<file path="src/core/gpm_pkg.sv">
// Constants, codes, offsets and types for the pin mode configuration block
package gpm_pkg;

   // ----------------------------------------------------------------
   // Sizes
   // ----------------------------------------------------------------
   localparam int NPIN = 24;                     // Three ports of eight pins
   localparam int BOOT_CNT_W = 10;               // Width of the boot hold counter

   // ----------------------------------------------------------------
   // Pin mode codes
   // ----------------------------------------------------------------
   localparam logic [3:0] MODE_ANALOG   = 4'h0;
   localparam logic [3:0] MODE_IN_FLOAT = 4'h4;
   localparam logic [3:0] MODE_IN_PULL  = 4'h8;
   localparam logic [3:0] MODE_OUT_PP   = 4'h1;
   localparam logic [3:0] MODE_OUT_OD   = 4'h5;
   localparam logic [3:0] MODE_ALT_PP   = 4'h9;
   localparam logic [3:0] MODE_ALT_SCLK = 4'hb;
   localparam logic [3:0] MODE_ALT_OD   = 4'hd;

   // ----------------------------------------------------------------
   // Register offsets (per-port offsets are within one port slot)
   // ----------------------------------------------------------------
   localparam logic [4:0] OFS_CFG_LOW  = 5'h00;  // pin_mode_low_half
   localparam logic [4:0] OFS_CFG_HIGH = 5'h04;  // pin_mode_high_half
   localparam logic [4:0] OFS_IN       = 5'h08;  // pin_input_level
   localparam logic [4:0] OFS_OUT      = 5'h0c;  // output_latch
   localparam logic [4:0] OFS_SET      = 5'h10;  // output_latch_setter
   localparam logic [4:0] OFS_CLR      = 5'h14;  // output_latch_clearer
   localparam logic [7:0] OFS_DBG_CFG  = 8'h60;  // debug_misc_config
   localparam logic [7:0] OFS_DBG_STAT = 8'h64;  // debug_misc_status

   // ----------------------------------------------------------------
   // Field positions
   // ----------------------------------------------------------------
   localparam int DBGCFG_EXTREG   = 0;           // ext_regulator_ctrl_en
   localparam int DBGCFG_DEBUGDIS = 1;           // debugger_disable
   localparam int DBGCFG_TRACESEL = 2;           // 1: cpu trace on port A bits 4, 5
   localparam int DBGSTAT_BOOT    = 0;           // boot_pin_capture
   localparam int DBGSTAT_FOUR    = 1;           // Four-wire debug in force
   localparam int DBGSTAT_TWO     = 2;           // Two-wire debug in force

   // ----------------------------------------------------------------
   // Reset values
   // ----------------------------------------------------------------
   localparam logic [3:0] RST_MODE     = MODE_IN_FLOAT;
   localparam logic       RST_EXTREG   = 1'b1;
   localparam logic       RST_DEBUGDIS = 1'b0;
   localparam logic       RST_TRACESEL = 1'b0;

   // ----------------------------------------------------------------
   // Fixed pin positions
   // ----------------------------------------------------------------
   localparam logic [4:0] PIN_TRACE_FRAME = 5'd4;
   localparam logic [4:0] PIN_BOOT        = 5'd5;
   localparam logic [4:0] PIN_REGEN       = 5'd7;
   localparam logic [4:0] PIN_DBG_RST     = 5'd16;
   localparam logic [4:0] PIN_DBG_OUT     = 5'd18;
   localparam logic [4:0] PIN_DBG_IN      = 5'd19;
   localparam logic [4:0] PIN_DBG_SEL     = 5'd20;
   // Timer channel k goes to TIMB_PIN_A[k] or TIMB_PIN_B[k]
   localparam logic [3:0][4:0] TIMB_PIN_A = {5'd2, 5'd1, 5'd3, 5'd0};
   localparam logic [3:0][4:0] TIMB_PIN_B = {5'd12, 5'd11, 5'd10, 5'd9};

   // ----------------------------------------------------------------
   // Timing
   // ----------------------------------------------------------------
   localparam int CLK_PERIOD_NS     = 100;
   localparam int FAST_OSC_PERIOD_NS = 100;      // Fast oscillator period
   localparam int BOOT_HOLD_PERIODS = 512;
   localparam int BOOT_HOLD_CYC =
      (BOOT_HOLD_PERIODS * FAST_OSC_PERIOD_NS + CLK_PERIOD_NS - 1) / CLK_PERIOD_NS;
   localparam logic [BOOT_CNT_W-1:0] BOOT_LAST = BOOT_CNT_W'(BOOT_HOLD_CYC - 1);

   // ----------------------------------------------------------------
   // Types
   // ----------------------------------------------------------------
   typedef enum logic {BOOT_HOLD = 1'b0, BOOT_DONE = 1'b1} gpm_boot_t;

   typedef struct packed {
      logic [NPIN-1:0][3:0]  mode;               // Per-pin mode codes
      logic [NPIN-1:0]       latch;              // Output latches
      logic                  extReg;
      logic                  dbgDis;
      logic                  traceSel;
      gpm_boot_t             boot;
      logic [BOOT_CNT_W-1:0] bootCnt;
      logic                  bootSel;            // 1: boot loader chosen
      logic [NPIN-1:0]       syncA;
      logic [NPIN-1:0]       syncB;
      logic [NPIN-1:0]       pOut;
      logic [NPIN-1:0]       pOeN;
      logic [NPIN-1:0]       pUp;
      logic [NPIN-1:0]       pDn;
      logic [NPIN-1:0]       pAna;
      logic [NPIN-1:0]       pIn;                // Level seen by software
      logic                  dAct;
      logic                  dWr;
      logic [7:0]            dAddr;
      logic [31:0]           rdata;
   } gpm_state_t;

endpackage

</file>
<file path="src/core/gpm_pin_mode_config.sv">
// Pin mode configuration, output path and boot pin capture for three ports
//
// The register addresses and the AHB-Lite register port were chosen for this implementation.
`timescale 1ns/1ns
`default_nettype none
module gpm_pin_mode_config
   import gpm_pkg::*;
(
   input  wire logic            clk_sys,
   input  wire logic            rst,
   input  wire logic            hsel,
   input  wire logic [31:0]     haddr,
   input  wire logic [1:0]      htrans,
   input  wire logic            hwrite,
   input  wire logic [2:0]      hsize,
   input  wire logic [31:0]     hwdata,
   input  wire logic            hready,
   output logic [31:0]          hrdata,
   output logic                 hreadyout,
   output logic                 hresp,
   input  wire logic [NPIN-1:0] pinIn,
   output logic [NPIN-1:0]      padOut,
   output logic [NPIN-1:0]      padOeN,
   output logic [NPIN-1:0]      pullUpEn,
   output logic [NPIN-1:0]      pullDownEn,
   output logic [NPIN-1:0]      analogEn,
   output logic [NPIN-1:0]      periphIn,
   input  wire logic [NPIN-1:0] periphAltOut,
   input  wire logic [NPIN-1:0] periphAltHas,
   input  wire logic [3:0]      timerBRouteOption,
   input  wire logic [3:0]      timerBChanEn,
   input  wire logic [3:0]      timerBChanOut,
   input  wire logic            packetTraceFrame,
   input  wire logic            packetTraceSerial,
   input  wire logic            cpuTraceBit2,
   input  wire logic            cpuTraceBit3,
   input  wire logic            regEnable,
   input  wire logic            debugFourWire,
   input  wire logic            debugTwoWire,
   input  wire logic            debugFourWireOut,
   input  wire logic            debugTwoWireOut,
   input  wire logic            debugTwoWireDrive,
   input  wire logic            bootResetKind,
   output logic                 bootLoaderSelect,
   output logic                 bootDone
);

   // ----------------------------------------------------------------
   // Pad decode
   // ----------------------------------------------------------------
   // Result bits: [4] out, [3] enable (low drives), [2] up, [1] down, [0] analog
   function automatic logic [4:0] gpm_pad(input logic [3:0] md, input logic lat,
                                          input logic alt);
      logic [4:0] r;
      r = 5'h08;                                  // Floating input, driver off
      case (md)
         MODE_ANALOG:   r = 5'h09;
         MODE_IN_PULL:  r = {2'b01, lat, ~lat, 1'b0};
         MODE_OUT_PP:   r = {lat, 4'h0};
         MODE_OUT_OD:   r = {1'b0, lat, 3'h0};
         MODE_ALT_PP,
         MODE_ALT_SCLK: r = {alt, 4'h0};
         MODE_ALT_OD:   r = {1'b0, alt, 3'h0};
         default:       r = 5'h08;                // Unused codes stay passive
      endcase
      return r;
   endfunction

   // ----------------------------------------------------------------
   // State and next state
   // ----------------------------------------------------------------
   gpm_state_t           s;                       // Registered state
   gpm_state_t           n;                       // Next state
   logic [NPIN-1:0]      alt;                     // Alternate output values
   logic [NPIN-1:0][3:0] effMode;                 // Mode after forced functions
   logic [NPIN-1:0]      effLat;                  // Latch after forced functions
   logic [4:0]           pad;
   logic [4:0]           base;                    // First pin of addressed port
   logic                 portHit;
   logic                 accept;

   // ----------------------------------------------------------------
   // Next-state logic
   // ----------------------------------------------------------------
   always_comb begin
      n = s;
      // Alternate sources; pins with no peripheral see zero
      alt = periphAltOut & periphAltHas;
      for (int k = 0; k < 4; k++) begin
         if (timerBChanEn[k]) begin
            alt[timerBRouteOption[k] ? TIMB_PIN_B[k] : TIMB_PIN_A[k]] = timerBChanOut[k];
         end
      end
      alt[PIN_TRACE_FRAME] = s.traceSel ? cpuTraceBit2 : packetTraceFrame;
      alt[PIN_BOOT] = s.traceSel ? cpuTraceBit3 : packetTraceSerial;
      // Forced functions override the stored modes
      effMode = s.mode;
      effLat = s.latch;
      if (s.extReg) begin
         effMode[PIN_REGEN] = MODE_ALT_OD;
         alt[PIN_REGEN] = regEnable;
      end
      if (!s.dbgDis && debugFourWire) begin
         effMode[PIN_DBG_RST] = MODE_IN_PULL;
         effMode[PIN_DBG_IN] = MODE_IN_PULL;
         effMode[PIN_DBG_SEL] = MODE_IN_PULL;
         effLat[PIN_DBG_RST] = 1'b1;
         effLat[PIN_DBG_IN] = 1'b1;
         effLat[PIN_DBG_SEL] = 1'b1;
         effMode[PIN_DBG_OUT] = MODE_ALT_PP;
         alt[PIN_DBG_OUT] = debugFourWireOut;
      end else if (!s.dbgDis && debugTwoWire) begin
         effMode[PIN_DBG_SEL] = debugTwoWireDrive ? MODE_ALT_PP : MODE_IN_FLOAT;
         alt[PIN_DBG_SEL] = debugTwoWireOut;
      end
      if (s.boot == BOOT_HOLD) begin
         effMode[PIN_BOOT] = MODE_IN_PULL;
         effLat[PIN_BOOT] = 1'b1;
      end
      // Two-flop synchroniser on the pad levels
      n.syncA = pinIn;
      n.syncB = s.syncA;
      // Pad controls, one pin at a time
      pad = 5'h08;
      for (int i = 0; i < NPIN; i++) begin
         pad = gpm_pad(effMode[i], effLat[i], alt[i]);
         n.pOut[i] = pad[4];
         n.pOeN[i] = pad[3];
         n.pUp[i] = pad[2];
         n.pDn[i] = pad[1];
         n.pAna[i] = pad[0];
         // Analog ties the input high; all else sees the pin
         n.pIn[i] = (effMode[i] == MODE_ANALOG) ? 1'b1 : s.syncB[i];
      end
      // Boot pin hold and capture
      case (s.boot)
         BOOT_HOLD: begin
            n.bootCnt = s.bootCnt + 1'b1;
            if (s.bootCnt == BOOT_LAST) begin
               n.boot = BOOT_DONE;
               n.bootSel = ~s.syncB[PIN_BOOT];
            end
         end
         default: begin
            n.bootCnt = s.bootCnt;                // Level stays until reset
         end
      endcase
      // Write in data phase
      base = {s.dAddr[6:5], 3'b000};
      portHit = !s.dAddr[7] && (s.dAddr[6:5] != 2'b11);
      if (s.dAct && s.dWr) begin
         if (s.dAddr == OFS_DBG_CFG) begin
            n.extReg = hwdata[DBGCFG_EXTREG];
            n.dbgDis = hwdata[DBGCFG_DEBUGDIS];
            n.traceSel = hwdata[DBGCFG_TRACESEL];
         end else if (portHit && s.dAddr[4:0] == OFS_CFG_LOW) begin
            n.mode[base +: 4] = hwdata[15:0];
         end else if (portHit && s.dAddr[4:0] == OFS_CFG_HIGH) begin
            n.mode[base + 5'd4 +: 4] = hwdata[15:0];
         end else if (portHit && s.dAddr[4:0] == OFS_OUT) begin
            n.latch[base +: 8] = hwdata[7:0];
         end else if (portHit && s.dAddr[4:0] == OFS_SET) begin
            n.latch[base +: 8] = s.latch[base +: 8] | hwdata[7:0];
         end else if (portHit && s.dAddr[4:0] == OFS_CLR) begin
            n.latch[base +: 8] = s.latch[base +: 8] & ~hwdata[7:0];
         end
      end
      // Address phase; read data is formed from the next state so that a write
      // just ahead of a read of the same register is already visible
      accept = hsel && hready && htrans[1];
      n.dAct = accept;
      n.dWr = hwrite;
      n.dAddr = haddr[7:0];
      n.rdata = 32'h0;
      base = {haddr[6:5], 3'b000};
      portHit = !haddr[7] && (haddr[6:5] != 2'b11);
      if (!accept || hwrite) begin
         n.rdata = 32'h0;                         // Nothing to return
      end else if (haddr[7:0] == OFS_DBG_CFG) begin
         n.rdata[DBGCFG_EXTREG] = n.extReg;
         n.rdata[DBGCFG_DEBUGDIS] = n.dbgDis;
         n.rdata[DBGCFG_TRACESEL] = n.traceSel;
      end else if (haddr[7:0] == OFS_DBG_STAT) begin
         n.rdata[DBGSTAT_BOOT] = n.bootSel;
         n.rdata[DBGSTAT_FOUR] = !n.dbgDis && debugFourWire;
         n.rdata[DBGSTAT_TWO] = !n.dbgDis && !debugFourWire && debugTwoWire;
      end else if (portHit && haddr[4:0] == OFS_CFG_LOW) begin
         n.rdata[15:0] = n.mode[base +: 4];
      end else if (portHit && haddr[4:0] == OFS_CFG_HIGH) begin
         n.rdata[15:0] = n.mode[base + 5'd4 +: 4];
      end else if (portHit && haddr[4:0] == OFS_IN) begin
         n.rdata[7:0] = n.pIn[base +: 8];
      end else if (portHit && haddr[4:0] == OFS_OUT) begin
         n.rdata[7:0] = n.latch[base +: 8];
      end
   end

   // ----------------------------------------------------------------
   // State register
   // ----------------------------------------------------------------
   // Full reset: floating inputs, regulator override on, debug allowed
   always_ff @(posedge clk_sys) begin
      if (rst) begin
         s <= '0;
         s.mode <= {NPIN{RST_MODE}};
         s.extReg <= RST_EXTREG;
         s.dbgDis <= RST_DEBUGDIS;
         s.traceSel <= RST_TRACESEL;
         s.pOeN <= '1;
         s.pIn <= '1;
         // Only pin and power-on resets run the boot pin hold
         s.boot <= bootResetKind ? BOOT_HOLD : BOOT_DONE;
         s.pUp[PIN_BOOT] <= bootResetKind;
      end else begin
         s <= n;
      end
   end

   // ----------------------------------------------------------------
   // Outputs
   // ----------------------------------------------------------------
   assign hrdata = s.rdata;
   assign hreadyout = 1'b1;                       // Zero wait states
   assign hresp = 1'b0;                           // Always OKAY
   assign padOut = s.pOut;
   assign padOeN = s.pOeN;
   assign pullUpEn = s.pUp;
   assign pullDownEn = s.pDn;
   assign analogEn = s.pAna;
   assign periphIn = s.pIn;
   assign bootLoaderSelect = s.bootSel;
   assign bootDone = (s.boot == BOOT_DONE);

   // ----------------------------------------------------------------
   // Assertions
   // ----------------------------------------------------------------
   localparam int AP = 8;                         // A pin with no forced function
   localparam int NP = 13;                        // No timer channel is ever routed here
endmodule
`default_nettype wire

</file>
<file path="config.mk">
export PLATFORM = sky130hd
export DESIGN_NAME = gpm_pin_mode_config
export DESIGN_NICKNAME = d
export VERILOG_FILES = /design/src/core/gpm_pkg.sv /design/src/core/gpm_pin_mode_config.sv
export SDC_FILE = /design/constraint.sdc
export NUM_CORES = 1
export LEC_CHECK = 0
export BUFFER_PORTS_ARGS = -buffer_cell sky130_fd_sc_hd__buf_2
export CAP_MARGIN = 30
export CORE_UTILIZATION = 25
export DETAILED_ROUTE_END_ITERATION = 12
export PLACE_DENSITY = 0.53
export SLEW_MARGIN = 30
export SYNTH_ARGS = -nofsm -noshare
export SYNTH_HDL_FRONTEND = slang
export SYNTH_SLANG_ARGS = --single-unit
</file>
<file path="constraint.sdc">
create_clock -name clk_sys -period 4.5 [get_ports clk_sys]
set_clock_uncertainty 0.05 [all_clocks]
set_input_delay 0.45 -clock clk_sys [delete_from_list [all_inputs] [get_ports clk_sys]]
set_output_delay 0.45 -clock clk_sys [all_outputs]
set_load 0.005 [all_outputs]
</file>
==> results_dict.tcl <==
set metrics [dict create \
    crit_family "simple AND/OR/NAND/NOR gates" \
    nNetsFinal 2454 \
    vias 16500 \
    total_power_uw 7260 \
    cts_resized 0 \
    hold_viol 0 \
    p_int_uw 5420 \
    synth_top_family_by_area "simple AND/OR/NAND/NOR gates" \
    dp_hpwl_um 60800 \
    drcViolationCount 0 \
    grt_pass1_wl_um 112000 \
    syn_avg_cell_area_um2 8.27 \
    track_usage 0.218 \
    first_pass_iters 7 \
    slew_headroom 0.343 \
    swShare 0.253 \
    yosys_warnings 0 \
    maxCapViolCount 0 \
    min_period_ps 3930 \
    finalInstanceArea_um2 20600 \
    fin_crit_sh 0.873 \
    die_h_um 264 \
    die_x_um 264 \
    final_common_cell "dfxtp_1" \
    postSynthCellCount 2079 \
    max_stage_delay_ps 710 \
    p_leak_uw 0.00846 \
    vdd_drop_max_uv 242 \
    place_congestion 0.942 \
    start_kind "register" \
    finalSetupTns_ps 0 \
    drive_gt1_frac 0.243 \
    cts_buffers 42 \
    crit_slowest_cell "nor4_4" \
    antenna_found_initial 2 \
    wl_um 78500 \
    synth_xor_area_frac 0.00510 \
    synth.distinct_cells 95 \
    area_growth_pct 19.6 \
    combPwrFrac 0.077 \
    postCtsHoldBufs 0 \
    status "complete, no violations" \
    power_density_nw_per_um2 353 \
    cp_common_cell "buf_4" \
    clock_sinks 353 \
    synth_seq_cells 353 \
    wl_per_cell_um 24.6 \
    overflow 0 \
    crit_buf_inv 2 \
    setup_viol_count_final 0 \
    synth-simple-area-share 0.258 \
    crit_required_ps 4830 \
    core_um2 67600 \
    synth-seq-area-share 0.411 \
    top_level_ports 349 \
    clockBufferDepth 3 \
    hold_path_class "input pin to register" \
    clk_pin_slew_ps 60 \
    clk_latency_ps 560 \
    start_util 0.254 \
    worst_slew_pin_slew_ps 986 \
    postRouteAntennaNets 0 \
    synth-edff-count 0 \
    p_clk_frac 0.479 \
    htree_levels 2 \
    crit_type "register to register" \
    max_freq_mhz 254 \
    vias_per_cell 5.19 \
    synth_fa_ha_area_frac 0.00437 \
    rows 95 \
    postCtsSetupBuffers 0 \
    async_flop_share 0 \
    total_switching_power_uw 1840 \
    critPathArrivalTime_ps 4260 \
    synth_area_um2 17200 \
    numPortBuffers 282 \
    final_max_slew_viol_count 0 \
    muxShareOfSynthArea 0.0164 \
    rsz0062_at_grt "no" \
    cts_tree "done" \
    die-area_um2 69800 \
    first_iter_violations 1470 \
    root_buffer "clkbuf_16" \
    p_seq_frac 0.444 \
    critPathMaxFanout 11 \
    post_dp_cell_area_um2 19100 \
    first_global_vias 16100 \
    crit_chain "ha_1 -> nor4_4 -> o21ai_1 -> buf_4 -> o21ai_0 -> nor4b_1 -> buf_4 -> a22oi_1 -> o2111a_1 -> nor4_1" \
    final_cell_mix "dfxtp_1 (353), buf_2 (281), nor2_1 (220), nand2_1 (175), buf_4 (163)" \
    synth_compound_area_frac 0.183 \
    ys.flop_type "dfxtp_1" \
    grt_max_degree 69 \
    critPathCaptureType "register" \
]
-- cell usage after synthesis, types with 6 or more instances --
cell type / number / area share
a221oi_1: 6 / 0.0031
nor2b_1: 73 / 0.027
buf_2: 17 / 0.0050
o21ai_1: 6 / 0.0017
dfxtp_1: 353 / 0.41
nand2_1: 175 / 0.038
a311oi_1: 9 / 0.0046
buf_1: 9 / 0.0020
nor4b_1: 8 / 0.0041
o311a_1: 7 / 0.0041
ha_1: 6 / 0.0044
inv_1: 47 / 0.010
nor3_1: 54 / 0.016
nand4_1: 17 / 0.0062
and4_1: 21 / 0.011
nor3b_1: 8 / 0.0035
xor2_1: 6 / 0.0031
a21o_1: 14 / 0.0061
o211ai_1: 20 / 0.0087
or3_1: 20 / 0.0073
o221ai_1: 6 / 0.0031
nand3b_1: 8 / 0.0035
and2_1: 24 / 0.0087
nor2_1: 221 / 0.048
mux2i_1: 18 / 0.010
o31ai_1: 10 / 0.0044
o21bai_1: 6 / 0.0026
buf_4: 184 / 0.080
a21oi_1: 158 / 0.046
a31oi_1: 35 / 0.013
o22ai_1: 15 / 0.0055
a2111oi_0: 13 / 0.0066
or2_2: 6 / 0.0022
mux2_2: 9 / 0.0059
nand3_1: 60 / 0.017
and3_1: 74 / 0.027
nor4_1: 40 / 0.015
o22a_1: 6 / 0.0031
clkbuf_1: 92 / 0.020
a211oi_1: 13 / 0.0057
o21ai_0: 65 / 0.019
a22oi_1: 15 / 0.0066
-- power groups by stage --
stage	clock [µW]	sequential (µW)	combinational, µW
global placement	0	3290	551
finish	3480	3220	560
floorplan	0	3260	309
global route	3690	3230	592
detailed placement	0	3290	551
CTS	3560	3220	553
-- stage by stage --
stage	util	hold slack, ps	worst slack [ps]	cells
6_report	0.304	36.8	570	3185
5_1_grt	0.304	22.4	252	3184
4_1_cts	0.304	6.97	587	3184
3_5_place_dp	0.283	377	651	3108
3_3_place_gp	0.283	372	597	3108
2_1_floorplan	-	352	1280	2095
-- flip-flops by register name, indices dropped and copies added, names as in the netlist --
signal,cells
s,75
effMode,72
analogEn,24
n,24
padOeN,24
padOut,24
periphIn,24
pullDownEn,24
pullUpEn,24
effLat,20
hrdata,16
bootDone,1
bootLoaderSelect,1
-- worst paths after layout --
check / startpoint / end / slack (ps) / cells past startpoint
worst max-delay path: s[38] / hrdata[7] / 570 / 10
worst min-delay path: bootResetKind / bootDone / 40 / 2
worst max register to register: s[38] / hrdata[7] / 570 / 10
worst min register to register: n[198] / s[198] / 390 / 1
-- final cells by class --
class	count	area, µm²
Inverter	49	184
Timing Repair Buffer	447	2680
Tap cell	873	1090
Fill cell	7230	47100
Sequential cell	353	7070
Clock inverter	18	165
Clock buffer	58	1240
Multi-Input combinational cell	1386	8120
Antenna cell	1	2.50
-- metal layers --
layer,share of wire,track usage
met1,0.43,0.284
met2,0.47,0.365
met3,0.062,0.0364
met4,0.030,0.0684
met5,0.00024,0
-- kinds of logic after synthesis --
kind of cell             count (synthesis)
AO/OA/AOI/OAI                          476
XOR/XNOR                                10
adder cells (fa/ha/maj)                  6
buffers and inverters                  356
flip-flops                             353
multiplexers                            27
other                                    2
AND/OR/NAND/NOR                        849
Power figures use the tool's default switching activity.
